==> config.mk <==
export PLATFORM = sky130hd
export DESIGN_NAME = sdsb_status_bank
export DESIGN_NICKNAME = d
export VERILOG_FILES = /design/src/rtl/sdsb_pkg.sv /design/src/rtl/sdsb_parity.sv /design/src/rtl/sdsb_status_bank.sv
export SDC_FILE = /design/constraint.sdc
export NUM_CORES = 1
export LEC_CHECK = 0
export BUFFER_PORTS_ARGS = -buffer_cell sky130_fd_sc_hd__buf_2
export CAP_MARGIN = 5
export CORE_UTILIZATION = 29
export CTS_CLUSTER_SIZE = 12
export DETAILED_ROUTE_END_ITERATION = 7
export PLACE_DENSITY = 0.63
export SLEW_MARGIN = 20
export SYNTH_ARGS = -nofsm -noshare
export SYNTH_HDL_FRONTEND = slang
export SYNTH_SLANG_ARGS = --single-unit
==> constraint.sdc <==
create_clock -name clk -period 3.95 [get_ports clk]
set_input_delay 0.1975 -clock clk [delete_from_list [all_inputs] [get_ports clk]]
set_output_delay 0.1975 -clock clk [all_outputs]
set_load 0.01 [all_outputs]
==> src/rtl/sdsb_pkg.sv <==
// Constants for the stepper driver status register bank.
// Assumes a byte-wide read port driven by the serial front end.
package sdsb_pkg;

    localparam int          SDSB_ADDR_W      = 7;
    localparam int          SDSB_DATA_W      = 8;
    localparam int          SDSB_POS_W       = 7;
    localparam logic [6:0]  SDSB_ADDR_SUPPLY = 7'h04;
    localparam logic [6:0]  SDSB_ADDR_XOC    = 7'h05;
    localparam logic [6:0]  SDSB_ADDR_YOC    = 7'h06;
    localparam logic [6:0]  SDSB_ADDR_POS    = 7'h07;
    localparam logic [7:0]  SDSB_RESET_VAL   = 8'h00;
    localparam int          SDSB_PARITY_POS  = 7;
    localparam int          SDSB_WARN_POS    = 6;
    localparam int          SDSB_PUMP_POS    = 5;
    localparam int          SDSB_OPEN_X_POS  = 3;
    localparam int          SDSB_OPEN_Y_POS  = 2;
    localparam int          SDSB_OC_LSB      = 3;
    localparam int          SDSB_SHUTDOWN_POS = 2;

endpackage : sdsb_pkg

==> src/rtl/sdsb_parity.sv <==
// Even parity encoder: places a parity bit over seven data bits.
// Purely combinational; caller registers the result.
`timescale 1ns/1ps
`default_nettype none
module sdsb_parity
    import sdsb_pkg::*;
(
    input  wire logic [6:0] data_in,
    output logic      [7:0] word_out
);
    // Parity makes total ones even
    assign word_out = {^data_in, data_in};
endmodule : sdsb_parity
`default_nettype wire

==> src/rtl/sdsb_status_bank.sv <==
// Read-only diagnostic status bank of a bipolar stepper driver.
// Assumes live fault inputs synchronous to clk, and a one-cycle read
// strobe with address from the serial front end.
// Operation
// [RULE_01] Offset 05h: X overcurrent flags bits 6..3, parity bit 7, latched.
// [RULE_02] Offset 06h: Y overcurrent bits 6..3, shutdown bit 2, latched.
// [RULE_03] Offset 07h: parity and live seven-bit micro-step position.
// [RULE_04] Supply register: warning, pump, open coils; live, not latched.
// [RULE_05] Charge pump flag is 1 while pump voltage is too low.
// [RULE_06] Open coil flag is 1 while its winding is open.
// [RULE_07] One overcurrent flag per transistor, eight total, 1 on fault.
// [RULE_08] Reset clears all flags and position to zero.
// [RULE_09] Registers are read only; writes change nothing.
// [RULE_10] Bit 7 gives even parity over the whole register.
// [RULE_11] Latched flags hold after cause ends, clear after a read.
`timescale 1ns/1ps
`default_nettype none
module sdsb_status_bank
    import sdsb_pkg::*;
#(
    parameter int POS_W = SDSB_POS_W
)(
    input  wire logic             clk,
    input  wire logic             rst_b,
    input  wire logic             rd_strobe,
    input  wire logic [6:0]       rd_addr,
    input  wire logic             wr_strobe,
    input  wire logic [7:0]       wr_data,
    input  wire logic             thermal_warning_flag,
    input  wire logic             charge_pump_low,
    input  wire logic             open_coil_x_flag,
    input  wire logic             open_coil_y_flag,
    input  wire logic [3:0]       x_overcurrent,
    input  wire logic [3:0]       y_overcurrent,
    input  wire logic             thermal_shutdown_flag,
    input  wire logic [POS_W-1:0] translator_step_position,
    output logic      [7:0]       rd_data_ff,
    output logic                  rd_valid_ff
);

    ////////////////////////////////////////////////////////////////////
    // Live and latched state
    logic [6:0] supply_ff;
    logic [6:0] pos_ff;
    logic [3:0] xoc_ff;
    logic [4:0] yoc_ff;
    logic [3:0] nxt_xoc;
    logic [4:0] nxt_yoc;
    logic       rd_x;
    logic       rd_y;

    assign rd_x = rd_strobe && (rd_addr == SDSB_ADDR_XOC);
    assign rd_y = rd_strobe && (rd_addr == SDSB_ADDR_YOC);

    // Live snapshot; bits 4,1,0 read zero
    always_ff @(posedge clk or negedge rst_b) begin
        if (!rst_b) begin
            supply_ff <= 7'h00; // RULE_08
            pos_ff    <= 7'h00; // RULE_08
        end else begin
            supply_ff <= {thermal_warning_flag, charge_pump_low, 1'b0,
                          open_coil_x_flag, open_coil_y_flag,
                          2'b00}; // RULE_04 RULE_05 RULE_06
            pos_ff    <= translator_step_position[6:0]; // RULE_03
        end
    end

    // Set wins over read-clear so no fault is lost
    always_comb begin
        nxt_xoc = (rd_x ? 4'h0 : xoc_ff) | x_overcurrent; // RULE_07 RULE_11
        nxt_yoc = (rd_y ? 5'h00 : yoc_ff)
                | {y_overcurrent, thermal_shutdown_flag}; // RULE_02 RULE_11
    end

    // Writes deliberately ignored: wr_strobe, wr_data unused in state
    always_ff @(posedge clk or negedge rst_b) begin
        if (!rst_b) begin
            xoc_ff <= 4'h0; // RULE_08
            yoc_ff <= 5'h00; // RULE_08
        end else begin
            xoc_ff <= nxt_xoc; // RULE_01 RULE_09
            yoc_ff <= nxt_yoc; // RULE_02 RULE_09
        end
    end

    ////////////////////////////////////////////////////////////////////
    // Read path
    logic [6:0] sel_data;
    logic [7:0] par_word;

    always_comb begin
        unique case (rd_addr)
            SDSB_ADDR_SUPPLY: sel_data = supply_ff;
            SDSB_ADDR_XOC:    sel_data = {xoc_ff, 3'b000}; // RULE_01
            SDSB_ADDR_YOC:    sel_data = {yoc_ff, 2'b00}; // RULE_02
            SDSB_ADDR_POS:    sel_data = pos_ff; // RULE_03
            default:          sel_data = 7'h00;
        endcase
    end

    sdsb_parity u_parity (
        .data_in  (sel_data),
        .word_out (par_word)
    );

    always_ff @(posedge clk or negedge rst_b) begin
        if (!rst_b) begin
            rd_data_ff  <= SDSB_RESET_VAL;
            rd_valid_ff <= 1'b0;
        end else begin
            rd_valid_ff <= rd_strobe;
            if (rd_strobe) begin
                rd_data_ff <= par_word; // RULE_10
            end
        end
    end

    ////////////////////////////////////////////////////////////////////
    // Checks
    property p_even_parity;
        @(posedge clk) disable iff (!rst_b)
        rd_valid_ff |-> !(^rd_data_ff);
    endproperty
    a_even_parity: assert property (p_even_parity) // RULE_10
        else $error("read word parity odd");

    property p_x_hold;
        @(posedge clk) disable iff (!rst_b)
        (xoc_ff[3] && !rd_x) |=> xoc_ff[3];
    endproperty
    a_x_hold: assert property (p_x_hold) // RULE_11
        else $error("latched X flag dropped without read");

    property p_y_set;
        @(posedge clk) disable iff (!rst_b)
        thermal_shutdown_flag |=> yoc_ff[0];
    endproperty
    a_y_set: assert property (p_y_set) // RULE_02
        else $error("shutdown not latched");

    property p_x_read;
        @(posedge clk) disable iff (!rst_b)
        (rd_x && x_overcurrent == 4'h0) |=> (xoc_ff == 4'h0) && rd_valid_ff;
    endproperty
    a_x_read: assert property (p_x_read) // RULE_01
        else $error("X flags not cleared by read");

    property p_pos_live;
        @(posedge clk) disable iff (!rst_b)
        (rd_strobe && rd_addr == SDSB_ADDR_POS)
            |=> rd_data_ff[6:0] == $past(pos_ff);
    endproperty
    a_pos_live: assert property (p_pos_live) // RULE_03
        else $error("position read mismatch");

    property p_cp_live;
        @(posedge clk) disable iff (!rst_b)
        !charge_pump_low |=> !supply_ff[SDSB_PUMP_POS];
    endproperty
    a_cp_live: assert property (p_cp_live) // RULE_05
        else $error("charge pump flag stuck");

    property p_open_live;
        @(posedge clk) disable iff (!rst_b)
        open_coil_x_flag ##1 !open_coil_x_flag
            |=> !supply_ff[SDSB_OPEN_X_POS];
    endproperty
    a_open_live: assert property (p_open_live) // RULE_06
        else $error("open coil X latched");

    property p_write_ignored;
        @(posedge clk) disable iff (!rst_b)
        (wr_strobe && !rd_strobe) |=> xoc_ff == ($past(xoc_ff)
            | $past(x_overcurrent));
    endproperty
    a_write_ignored: assert property (p_write_ignored) // RULE_09
        else $error("write altered status");

    property p_y_hold;
        @(posedge clk) disable iff (!rst_b)
        (yoc_ff[0] && !rd_y) |=> yoc_ff[0];
    endproperty
    a_y_hold: assert property (p_y_hold) // RULE_11
        else $error("latched shutdown dropped without read");

    // Set must win even in a read-clear cycle
    property p_x_set;
        @(posedge clk) disable iff (!rst_b)
        (x_overcurrent != 4'h0)
            |=> (xoc_ff & $past(x_overcurrent)) == $past(x_overcurrent);
    endproperty
    a_x_set: assert property (p_x_set) // RULE_07
        else $error("X overcurrent not latched");

    property p_y_read;
        @(posedge clk) disable iff (!rst_b)
        (rd_y && y_overcurrent == 4'h0 && !thermal_shutdown_flag)
            |=> (yoc_ff == 5'h00) && rd_valid_ff;
    endproperty
    a_y_read: assert property (p_y_read) // RULE_02
        else $error("Y flags not cleared by read");

    property p_warn_live;
        @(posedge clk) disable iff (!rst_b)
        1'b1 |=> supply_ff[SDSB_WARN_POS] == $past(thermal_warning_flag);
    endproperty
    a_warn_live: assert property (p_warn_live) // RULE_04
        else $error("thermal warning not live");

    property p_open_y_live;
        @(posedge clk) disable iff (!rst_b)
        1'b1 |=> supply_ff[SDSB_OPEN_Y_POS] == $past(open_coil_y_flag);
    endproperty
    a_open_y_live: assert property (p_open_y_live) // RULE_06
        else $error("open coil Y not live");

    property p_pos_follow;
        @(posedge clk) disable iff (!rst_b)
        1'b1 |=> pos_ff == $past(translator_step_position[6:0]);
    endproperty
    a_pos_follow: assert property (p_pos_follow) // RULE_03
        else $error("position snapshot lags");

    // Only a read may change the word the host sees
    property p_data_stands;
        @(posedge clk) disable iff (!rst_b)
        !rd_strobe |=> $stable(rd_data_ff);
    endproperty
    a_data_stands: assert property (p_data_stands) // RULE_09
        else $error("read word changed without a read");

endmodule : sdsb_status_bank
`default_nettype wire

## After elaboration in Yosys (flattened, before gate mapping)

Cells that the tools add are included.

- Bits in latches: 0
- Bits in read-only memories: 0
- Memories kept: 0
- Register bits: 29
- Logic and storage cells: 18
- Bits in writable memories: 0
- Bits of input ports: 39

- Bitwise operators: 2
- Equal/unequal tests: 4
- Multiplexer cells: 3
- Magnitude comparators: 0
- Reductions and logical operators: 3
- Shift operators: 0
- Add/sub/neg operators: 0
- Divide/modulo/power cells: 0
- $mul: 0

Operators with widths:

| operator | count |
|---|---|
| 7-bit by 3-bit == test with 1-bit output (second input constant) | 4 |
| 7-bit one-hot mux with 4 select lines | 1 |
| 7-bit XOR reduction | 1 |
| 5-bit 2-to-1 mux | 1 |
| 5-bit bitwise OR | 1 |
| 4-bit 2-to-1 mux | 1 |
| 4-bit bitwise OR | 1 |
| 1-bit logical AND | 2 |

## Depth between registers and ports, before layout

- Depth after elaboration: 4
- Mapped depth: 5
- Mapped depth without buffers: 5

## Hierarchy

From an unflattened synthesis, not the netlist that was laid out.

- Cells, all modules: 84
- Area, all modules: 1238.7 sq um

Modules (own cells, without submodules):

| module | instances | cells an instance | area each (sq um) |
|---|---|---|---|
| sdsb_status_bank | 1 | 73 | 1123.6 |
| sdsb_parity | 1 | 11 | 115.1 |

## Worst setup path after synthesis

Ideal clock, no wire load.

- Path type: flip-flop to flip-flop
- Start: register xoc_ff[2]
- End: register rd_data_ff[7]
- Stages on the path, launching flop included: 5
- Data required time: 3.829 ns
- Buffers on the path: 0
- Arrival: 1.616 ns
- Setup time: 0.121 ns
- Slack: 2.213 ns
- Period minus slack after synthesis: 1.737 ns
- Cell sequence: dfrtp_1 -> mux4_1 -> xnor2_1 -> xnor3_1 -> a22o_1

- Longest elaborated chain between the ends: 2

RTL lines:

| what | RTL line | RTL |
|---|---|---|
| from (decl) | sdsb_status_bank.sv:45 | `logic [3:0] xoc_ff;` |
| from (signal assigned) | sdsb_status_bank.sv:81 | `xoc_ff <= nxt_xoc;` |
| 7-bit one-hot mux with 4 select lines | sdsb_status_bank.sv:92 | `unique case (rd_addr)` |
| 7-bit XOR reduction | sdsb_parity.sv:12 | `assign word_out = {^data_in, data_in};` |
| to (signal assigned) | sdsb_status_bank.sv:113 | `rd_data_ff <= par_word;` |
| to (decl) | sdsb_status_bank.sv:37 | `output logic [7:0] rd_data_ff,` |

Every way passes these cells.
A chain may end at the register's enable or synchronous reset.

## Worst setup path in the final report

Ends and elaborated chain as after synthesis.

==> summary.json <==
{
  "post_synth_instance_area_um2": 1150,
  "min_period_over_period_pct": 45.8,
  "drtPass1Iterations": 4,
  "static-leakage-power_nw": 0.682,
  "gpl.final_weighted_congestion": 0.677,
  "area_growth_pct": 28.7,
  "path_max_fanout": 2,
  "clock-skew-final_ns": 0.00395,
  "postSynthRegisterBits": 29,
  "yosys_most_used_dff": "dfrtp_1",
  "grt_remaining_overflow": 0,
  "ctsLongestPathBuffers": 2,
  "n_fill_cell": 384,
  "syn_nets": 113,
  "aggregate_routed_wire_length_um": 2130,
  "ys_warns": 0,
  "htree_num_levels": 2,
  "routed-via-count": 759,
  "clkSlewWorstSetupHoldPaths_ns": 0.06,
  "power.combinational.fraction_pct": 9.2,
  "io_buffer_count": 38,
  "vdd_drop_max_mv": 0.241,
  "syn_inst": 74,
  "synth.avg_cell_area_um2": 15.6,
  "dp_slack_ns": 1.98,
  "register_cell_area_after_layout_um2": 726,
  "number_of_standard_cells_in_the_final_layout_excluding_fillers": 166,
  "postRouteAntennaNets": 0,
  "p_per_area_nw_per_um2": 402,
  "timing.setup.tns_ns": 0,
  "routedWlPerCell_um": 12.8,
  "layout_commonest_cell": "buf_2",
  "final_core_utilization_pct": 39.7,
  "ios": 48,
  "num_clock_sinks": 29,
  "multi_input_combinational_cell_area_um2": 403,
  "setup_repair_after_global_routing_missed_its_margin": "no",
  "insertedDiodeCount": 0,
  "critical_path_end_type": "register",
  "die_height_um": 65.1,
  "coreArea_um2": 3740,
  "fraction_of_power_consumed_by_sequential_logic_pct": 51.6,
  "vias_in_the_first_global_route": 770,
  "dp.cells": 158,
  "clock.fmax_mhz": 553,
  "cts.hold.buffers_added": 1,
  "slew_viol_final": 0,
  "setup_viol": 0,
  "synth.top_cells.by_area": "dfrtp_1, a21o_1, a22o_1",
  "antenna_found_initial": 0,
  "setup_ws_ns": 2.14,
  "fin_hold_ws_ns": 0.0289,
  "power_switching_w": 0.000124,
  "cts_root_cell": "clkbuf_8",
  "via_per_inst": 4.57,
  "yosys.area.top_type": "dfrtp_1",
  "drv.max_cap_violation_count": 0,
  "finalWorstPathRequiredPeriod_ns": 1.81,
  "holdCritPathClass": "in2reg",
  "setup.worst_path.start_class": "register",
  "final_hpwl_dp_um": 1620,
  "synth_cell_types": 24,
  "cts_tree": "done",
  "number_of_enable_flip_flop_cells_after_synthesis": 0,
  "initial_utilization_pct": 30.8,
  "outcome": "completed",
  "global_route_usage_over_all_layers_pct": 11.8,
  "drt_iter0_markers": 6,
  "yosysSeqAreaShare_pct": 62.8,
  "most-common-layout-cells": "buf_2, dfrtp_1, a21o_1, a22o_1, clkbuf_8",
  "postCtsSetupRepairBufs": 0,
  "drcViolationCount": 0,
  "layout.nets": 157,
  "switching_share_of_total_power_pct": 20.8,
  "power.internal_w": 0.000473,
  "clock_power_share_pct": 39.2,
  "die_width_um": 65.1,
  "timing.final.hold_violations": 0,
  "cts_resized": 0,
  "hp-start": "translator_step_position[0]",
  "layout_cells_sized_above_1_pct": 42.4,
  "worstSkewPairLatency_ns": 0.27,
  "numCtsBuffers": 5,
  "design.die.area_um2": 4240,
  "transition_time_at_the_pin_with_the_least_slew_margin_ns": 0.619,
  "crit_start": "xoc_ff[2]",
  "max_slew_margin_pct": 58.7,
  "placement_rows": 22,
  "grt_max_degree": 30,
  "cp_data_arrival_time_ns": 1.97,
  "worstSetupPathType": "reg2reg",
  "synth_top_area_share_pct": 62.8,
  "critical_path.reg2reg.startpoint": "xoc_ff[2]",
  "global_route_wire_length_before_repair_um": 3550,
  "share_of_synthesized_registers_carrying_an_async_set_or_reset_pct": 100,
  "critical_path_required_ns": 4.11
}
layer usage:
layer  GRT usage, %  up-vias  routed length [um]
met4           4.08        0                   0
met2           17.6       34                1010
met5              0        -                   0
met3           6.25        0                 160
li1               -      362                   -
met1           14.5      363                 964
per-stage QoR:
stage	total power (W)	area (um^2)
finish	0.000597	1490
global placement	0.000367	1390
detailed placement	0.000369	1390
CTS	0.000609	1490
global route	0.000629	1490
floorplan	0.000343	1150
power groups by stage:
stage | sequential [W] | combinational (W) | clock (W)
after global placement | 0.000313 | 0.0000540 | 0
after detailed placement | 0.000314 | 0.0000551 | 0
final | 0.000308 | 0.0000549 | 0.000234
after CTS | 0.000309 | 0.0000559 | 0.000245
after floorplan | 0.000314 | 0.0000289 | 0
after global routing | 0.000309 | 0.0000600 | 0.000260
worst max-delay path, stage by stage (launching register included):
cell and delay, ns:
dfrtp_1 0.38, mux4_1 0.55, xnor2_1 0.18, xnor3_1 0.39
a22o_1 0.20
path summary, 6_finish.rpt:
kind | end | slack (ns) | cells past startpoint
min | pos_ff[0] | 0.03 | 1
max in group asynchronous | pos_ff[5] | 3.07 | 2
min reg2reg | yoc_ff[1] | 0.47 | 1
max reg2reg | rd_data_ff[7] | 2.14 | 4
max | rd_data_ff[7] | 2.14 | 4
min in group asynchronous | pos_ff[0] | 0.48 | 2
sequential cells by signal, summed over array words and instances, names as in the netlist:
| name | count |
|---|---|
| xoc_ff | 4 |
| rd_data_ff | 8 |
| rd_valid_ff | 1 |
| pos_ff | 7 |
| supply_ff | 4 |
| yoc_ff | 5 |
cells by family (layout without fill, tap and decap cells):
group / Yosys count / after routing / share of synthesized area (%)
flip-flops: 29 / 29 / 62.8
AO/OA/AOI/OAI: 19 / 19 / 12.5
AND/OR/NAND/NOR: 9 / 9 / 5.74
XOR/XNOR: 6 / 6 / 6.39
multiplexers: 6 / 6 / 10.3
buffers and inverters: 5 / 49 / 2.27
cell usage after synthesis, types with 2 or more instances:
library cell and instances:
nand4_1 2, xor2_1 3, inv_1 2, dfrtp_1 29, a21o_1 9, mux4_2 2
a22o_1 7, nand3_1 2, o21ai_0 2, mux4_1 2
final cells by class:
type	count	area share, %
tap	48	4.04
inverter	3	0.758
multi-input combinational	40	27.1
clock buffer	7	5.81
sequential	29	48.8
timing repair buffer	39	13.5
Note: power is estimated with default switching activity, not from simulation.
